==> config.mk <==
export PLATFORM = sky130hd
export DESIGN_NAME = topc_output_config
export DESIGN_NICKNAME = d
export VERILOG_FILES = /design/src/include/topc_pkg.sv /design/src/logic/topc_divider.sv /design/src/logic/topc_output_config.sv
export VERILOG_INCLUDE_DIRS = /design/src /design/src/include
export SDC_FILE = /design/constraint.sdc
export NUM_CORES = 1
export LEC_CHECK = 0
export ABC_AREA = 1
export BUFFER_PORTS_ARGS = -buffer_cell sky130_fd_sc_hd__buf_2
export CORE_UTILIZATION = 52
export DETAILED_ROUTE_END_ITERATION = 8
export PLACE_DENSITY_LB_ADDON = 0.1
export SETUP_SLACK_MARGIN = 0.2
export SLEW_MARGIN = 0
export SYNTH_ARGS = -nofsm -noshare
export SYNTH_HDL_FRONTEND = slang
export SYNTH_SLANG_ARGS = --single-unit
export TNS_END_PERCENT = 1
==> constraint.sdc <==
create_clock -name clock -period 3.2 [get_ports clock]
set_clock_uncertainty 0.15 [all_clocks]
set_input_delay 0.32 -clock clock [delete_from_list [all_inputs] [get_ports clock]]
set_output_delay 0.32 -clock clock [all_outputs]
set_load 0.02 [all_outputs]
==> src/include/topc_cfg.svh <==
// offsets, field positions, reset values and protocol codes for the trace output config block
`ifndef TOPC_CFG_SVH
`define TOPC_CFG_SVH

// register byte offsets
`define TOPC_OFF_DIVIDER     8'h10
`define TOPC_OFF_PROTOCOL    8'hf0
`define TOPC_OFF_CAPABILITY  8'hfc

// field positions
`define TOPC_DIV_MSB         15
`define TOPC_PROT_MSB        1
`define TOPC_CAP_NRZ_BIT     11
`define TOPC_CAP_MANC_BIT    10
`define TOPC_CAP_PARA_BIT    9
`define TOPC_CAP_FIFO_MSB    8
`define TOPC_CAP_FIFO_LSB    6

// reset values
`define TOPC_RST_DIVIDER     16'h0000
`define TOPC_RST_PROTOCOL    2'h0

// protocol codes
`define TOPC_PROT_PARALLEL   2'h0
`define TOPC_PROT_MANCHESTER 2'h1
`define TOPC_PROT_NRZ        2'h2

`endif

==> src/include/topc_pkg.sv <==
// types shared by the trace output config block
`default_nettype none

package topc_pkg;

   typedef enum logic [1:0] {
      TOPC_PARALLEL,
      TOPC_MANCHESTER,
      TOPC_NRZ,
      TOPC_RESERVED
   } topc_proto_e;

   // register bus request
   typedef struct packed {
      logic [7:0]  addr;
      logic [31:0] wdata;
      logic        wr;
      logic        rd;
   } topc_req_s;

   // single-wire clock status
   typedef struct packed {
      logic        tick;
      logic [15:0] count;
   } topc_tick_s;

endpackage : topc_pkg

`default_nettype wire

==> src/logic/topc_divider.sv <==
// prescale counter producing the single-wire bit clock tick
`timescale 1ns/1ps
`default_nettype none
`include "topc_cfg.svh"

module topc_divider #(
   parameter int unsigned DIV_W = 16
) (
   input  wire logic                 clock,
   input  wire logic                 nrst,
   input  wire logic                 reload,
   input  wire logic     [DIV_W-1:0] divider,
   output var  topc_pkg::topc_tick_s tick_o
);

   logic [DIV_W-1:0] count_ff;
   logic [DIV_W-1:0] nxt_count;
   logic             tick_ff;
   logic             at_end;

   // counts down from the divider, tick on reaching zero: period = divider + 1
   assign at_end    = (count_ff == '0);
   assign nxt_count = (reload || at_end) ? divider : count_ff - 1'b1;

   // reload on write so a new baud rate starts at once
   always_ff @(posedge clock)
   begin
      if (!nrst)
      begin
         count_ff <= '0;
         tick_ff  <= 1'b0;
      end
      else
      begin
         count_ff <= nxt_count;
         tick_ff  <= at_end && !reload;
      end
   end

   assign tick_o.tick  = tick_ff;
   assign tick_o.count = 16'(count_ff);

endmodule : topc_divider
`default_nettype wire

==> src/logic/topc_output_config.sv <==
// register file and baud prescaler for the trace output protocol configuration
`timescale 1ns/1ps
`default_nettype none
`include "topc_cfg.svh"

module topc_output_config #(
   parameter int unsigned DIV_W        = 16,
   parameter bit          HAS_NRZ      = 1'b1,
   parameter bit          HAS_MANC     = 1'b1,
   parameter bit          HAS_PARALLEL = 1'b1,
   parameter logic [2:0]  FIFO_LOG2    = 3'h3
) (
   input  wire logic                    clock,
   input  wire logic                    nrst,
   input  wire logic [7:0]              addr,
   input  wire logic [31:0]             wdata,
   input  wire logic                    wr,
   input  wire logic                    rd,
   output logic      [31:0]             rdata,
   output logic                         bit_clock_tick,
   output var topc_pkg::topc_proto_e    output_protocol_select,
   output logic      [15:0]             output_baud_divider
);

   ////////////////////////////////////////////////////////////////////////////
   // decode

   localparam bit SERIAL = HAS_NRZ || HAS_MANC;

   topc_pkg::topc_req_s req;
   assign req.addr  = addr;
   assign req.wdata = wdata;
   assign req.wr    = wr;
   assign req.rd    = rd;

   function automatic logic hit(input logic [7:0] a, input logic [7:0] off);
      hit = (a == off);
   endfunction : hit

   wire sel_div  = hit(req.addr, `TOPC_OFF_DIVIDER);
   wire sel_prot = hit(req.addr, `TOPC_OFF_PROTOCOL);
   wire sel_cap  = hit(req.addr, `TOPC_OFF_CAPABILITY);

   wire wr_div  = req.wr && sel_div && SERIAL;
   wire wr_prot = req.wr && sel_prot;

   ////////////////////////////////////////////////////////////////////////////
   // registers

   logic [15:0]           div_ff;
   logic [1:0]            prot_ff;
   logic [31:0]           rdata_ff;
   topc_pkg::topc_proto_e prot_out_ff;
   logic [15:0]           div_out_ff;
   logic                  tick_ff;
   logic [15:0]           nxt_div;
   logic [1:0]            nxt_prot;

   // keep only implemented divider bits, rest read zero
   wire [15:0] div_mask = 16'(({DIV_W{1'b1}}));
   assign nxt_div  = wr_div ? (req.wdata[`TOPC_DIV_MSB:0] & div_mask) : div_ff;
   // two-bit field, writes to 31:2 dropped
   assign nxt_prot = wr_prot ? req.wdata[`TOPC_PROT_MSB:0] : prot_ff;

   // capability word assembled from build parameters
   wire [31:0] cap_word;
   assign cap_word[`TOPC_CAP_NRZ_BIT]  = HAS_NRZ;
   assign cap_word[`TOPC_CAP_MANC_BIT] = HAS_MANC;
   // inverted sense: one means no parallel port
   assign cap_word[`TOPC_CAP_PARA_BIT] = !HAS_PARALLEL;
   // FIFO size as log2 of bytes
   assign cap_word[`TOPC_CAP_FIFO_MSB:`TOPC_CAP_FIFO_LSB] = FIFO_LOG2;
   // reserved and implementation bits read zero
   assign cap_word[31:12] = 20'h00000;
   assign cap_word[5:0]   = 6'h00;

   // read mux, unmapped addresses return zero
   wire [31:0] rd_mux = sel_div  ? {16'h0000, (SERIAL ? div_ff : 16'h0000)} :
                        sel_prot ? {30'h00000000, prot_ff} :
                        sel_cap  ? cap_word : 32'h00000000;

   // one-cycle read latency; data held only for the cycle after the strobe
   always_ff @(posedge clock)
   begin
      if (!nrst)
      begin
         div_ff   <= `TOPC_RST_DIVIDER;
         prot_ff  <= `TOPC_RST_PROTOCOL;
         rdata_ff <= 32'h00000000;
      end
      else
      begin
         div_ff   <= nxt_div;
         prot_ff  <= nxt_prot;
         rdata_ff <= req.rd ? rd_mux : 32'h00000000;
      end
   end

   ////////////////////////////////////////////////////////////////////////////
   // prescaler

   topc_pkg::topc_tick_s tick_s;

   // write strobe reloads the counter the same edge
   topc_divider #(
      .DIV_W (16)
   ) u_div (
      .clock   (clock),
      .nrst    (nrst),
      .reload  (wr_div),
      .divider (nxt_div),
      .tick_o  (tick_s)
   );

   // protocol code drives the output mode selector
   always_ff @(posedge clock)
   begin
      if (!nrst)
      begin
         prot_out_ff <= topc_pkg::TOPC_PARALLEL;
         div_out_ff  <= 16'h0000;
         tick_ff     <= 1'b0;
      end
      else
      begin
         case (nxt_prot)
            `TOPC_PROT_PARALLEL:   prot_out_ff <= topc_pkg::TOPC_PARALLEL;
            `TOPC_PROT_MANCHESTER: prot_out_ff <= topc_pkg::TOPC_MANCHESTER;
            `TOPC_PROT_NRZ:        prot_out_ff <= topc_pkg::TOPC_NRZ;
            default:               prot_out_ff <= topc_pkg::TOPC_RESERVED; // unusable code
         endcase
         div_out_ff <= nxt_div;
         // tick only used by the serial encoders
         tick_ff    <= tick_s.tick && (prot_ff != `TOPC_PROT_PARALLEL);
      end
   end

   assign rdata                  = rdata_ff;
   assign output_protocol_select = prot_out_ff;
   assign output_baud_divider    = div_out_ff;
   assign bit_clock_tick         = tick_ff;

   ////////////////////////////////////////////////////////////////////////////
   // checks

   // cycles since last counter tick, and divider untouched since
   logic [15:0] gap_ff;
   logic        clean_ff;
   logic [15:0] nxt_gap;
   logic        nxt_clean;
   assign nxt_gap   = tick_s.tick ? 16'h0000 : gap_ff + 16'h0001;
   assign nxt_clean = tick_s.tick ? !wr_div : (clean_ff && !wr_div);

   // check helper only; any divider write voids the measurement until the next tick
   always_ff @(posedge clock)
   begin
      if (!nrst)
      begin
         gap_ff   <= 16'h0000;
         clean_ff <= 1'b0;
      end
      else
      begin
         gap_ff   <= nxt_gap;
         clean_ff <= nxt_clean;
      end
   end
endmodule : topc_output_config
`default_nettype wire

==> metrics.txt <==
outcome finished, violations left; violated checks design-rule violations; Synth top area share 42.02%; post-synthesis adder-cell area fraction 0.5051%; VDD IR max 346.8 uV; power per standard cell area 753.0 nW/um^2; final setup vio count 0; post-DP HPWL 4.042 mm; largest family of logic cells by synthesized area simple AND/OR/NAND/NOR gates; Worst Hold Class in2reg; Pre-antenna DRT Iters 6; fin crit period 1.824 ns; delay of the slowest cell on the worst path 0.33 ns; synthesis-to-layout area growth 13.94%; first-pass GRT wire length 9.004 mm; layout cells sized above 1 19.48%; Synth cell types 25; vias in the first global route 1,969; worst slew pin tran 0.5391 ns; Setup CP Type reg2reg; Met2 Wirelength 2.329 mm; initial antenna violation count 0; Final Cycle Share 56.99%; Post-Syn Area 2477 um^2; cell taking the most area after synthesis dfxtp_1; Hold Crit Start rd; Die Footprint 5045 um^2; met1 WL 2.757 mm; hold depth 3; Top Metal Used met4; CTS Buffer Depth 2; port bufs 62; I/O pin cnt 95; CP delay by family, top simple AND/OR/NAND/NOR gates; Leakage 1.478 nW; worst r2r path cells 9; Setup TNS 0 ns; # clock sinks 52; CP arrival 1.88 ns; Routed Antenna Nets 0; CP Max Fanout 17; Critical Path RT 3.26 ns; Worst R2R Setup Slack 1.38 ns; sequential fraction of the synthesis area 42.02%; compound-cell area share of the yosys netlist 6.970%; drt wl/cell 11.40 um; GRT Total Usage 22.56%; initial drt markers 139; FF-to-FF End u_div.count_ff[2]; Die X 71.03 um; CTS buffer count 5; commonest non-fill, non-tap cells in the layout nand2_1 (90), nor2_1 (67), buf_2 (62), dfxtp_1 (52), nand3_1 (40); reg2reg start u_div.count_ff[0]; Post-Synth XOR/XNOR Area 0.7071%; gpl congestion 0.8373; via count 2,321; Synth Instances 367; Max Fclk 0.5484 GHz; Buf+Inv Stages, Crit Path 2; crit path cell chain inv_1 > ha_1 > nand3_2 > nor2_1 > nand2_1 > nand2_4 > inv_2 > nor2_1 > nor2_1; CTS tree done; H-tree depth reported by CTS 2; Die Ht 71.03 um; multiplexer share of the synthesized area 0%; max-slew violations 0; CTS Hold Bufs 0; Setup crit start kind register; Resize count post-CTS 0; FP Rows 24; pin count of the biggest net entering global routing 24; CTS root buf clkbuf_8; Antenna diodes 0; top cells by area, synth dfxtp_1 (42%), nand2_1 (14%), nor2_1 (10%), nand3_1 (8.1%), buf_4 (6.1%); RSZ-0062 raised after global routing no; detailed-route DRC error count 2; synth warn 0; Total Power 2.125 mW; Hold Fails Final Rpt 0; CORE AREA 4474 um^2; worst hold path endpoint rdata[0]; Simple-Gate Fraction of Synth Area 36.06%; number of max-cap violations 0; WL final 5.449 mm; Crit path top cell by count nor2_1; Final nets 470; commonest non-fill, non-tap cell in the layout nand2_1; post-synthesis register bit count 52; critical-path cell with the highest stage delay dfxtp_1; grt ovf 0; endpoint class of the critical path register; Max-slew headroom 63.97%; average size of a mapped cell 6.750 um^2; Post-CTS Setup Bufs 0; met3 WL 318 um; Clk Latency, worst-skew pair 0.31 ns; Reg clk slew, reported paths 0.10 ns; vias per cell 4.856; Initial Utilization 55.37%
-- tightest hold or removal path, cell delays in order --
cell	delay, ns
buf_2	0.09
nand2_1	0.09
a21oi_1	0.05
-- sequential cells by signal, indices dropped and copies added (netlist names), named ones only --
signal and count:
u_div.tick_ff 1, u_div.count_ff 16, output_baud_divider 16, bit_clock_tick 1, rdata 16
-- synth_stat cells --
master and number:
o21ai_0 10, nand3b_1 1, o21bai_1 1, nand2_4 1, xor2_1 2, clkinv_2 1, nor3_1 3, nand3_4 1
nor2_4 1, nor2_2 3, conb_1 1, inv_2 3, nand3_1 40, clkbuf_1 4, nand3_2 1, a21oi_1 23
buf_2 1, nand2_2 2, buf_6 1, nand2_1 90, inv_1 37, ha_1 1, buf_4 20, dfxtp_1 52
nor2_1 67
-- through the flow --
stage	cells	instance area, um^2	utilization (%)	setup WS [ns]	hold WS [ns]
global placement	470	2728	60.96	1.264	0.2758
detailed placement	470	2728	60.96	1.261	0.2699
finish	478	2823	63.09	1.376	0.1376
floorplan	382	2534	-	1.667	0.2568
global route	478	2823	63.09	1.164	0.1321
CTS	478	2823	63.09	1.370	0.1345
-- report_power, final --
group          leakage, nW  internal, mW  switching [mW]
Combinational         1.01         0.307           0.599
Clock               0.0491         0.162           0.240
Sequential           0.422         0.742          0.0748
Total                 1.48          1.21           0.915
-- how the worst max path moves through the flow --
stage | end | from | slack, ns | depth (start not counted)
CTS | u_div.count_ff[2] | u_div.count_ff[0] | 1.37 | 9
finish | u_div.count_ff[2] | u_div.count_ff[0] | 1.38 | 9
global route | u_div.count_ff[2] | u_div.count_ff[0] | 1.16 | 9
global placement | u_div.count_ff[2] | addr[2] | 1.26 | 9
detailed placement | u_div.count_ff[2] | addr[2] | 1.26 | 9
floorplan | u_div.count_ff[1] | u_div.count_ff[0] | 1.67 | 10
-- cell type report --
| class | count | area [um^2] |
|---|---|---|
| fillers | 445 | 1652 |
| multi-input cells | 263 | 1156 |
| flip-flops and latches | 52 | 1041 |
| repair buffers | 62 | 310.3 |
| inverters | 41 | 155.1 |
| clock buffers | 5 | 68.82 |
| well taps | 52 | 65.06 |
| clock inverters | 3 | 26.28 |
-- layer usage --
metal | vias to the layer above | GRT usage, %
met4 | 0 | 4.000
met2 | 80 | 34.08
met1 | 1007 | 33.21
met3 | 7 | 5.271
li1 | 1227 | -
met5 | - | 0
-- cell families after synthesis --
kind of cell | count (synthesis)
buffers and inverters | 67
and+or+nand+nor | 210
DFF | 52
other | 1
xor gates and xnor gates | 2
AOI/OAI and AO/OA | 34
adders and majority gates | 1
No activity file was read; power rests on OpenSTA's default activity.
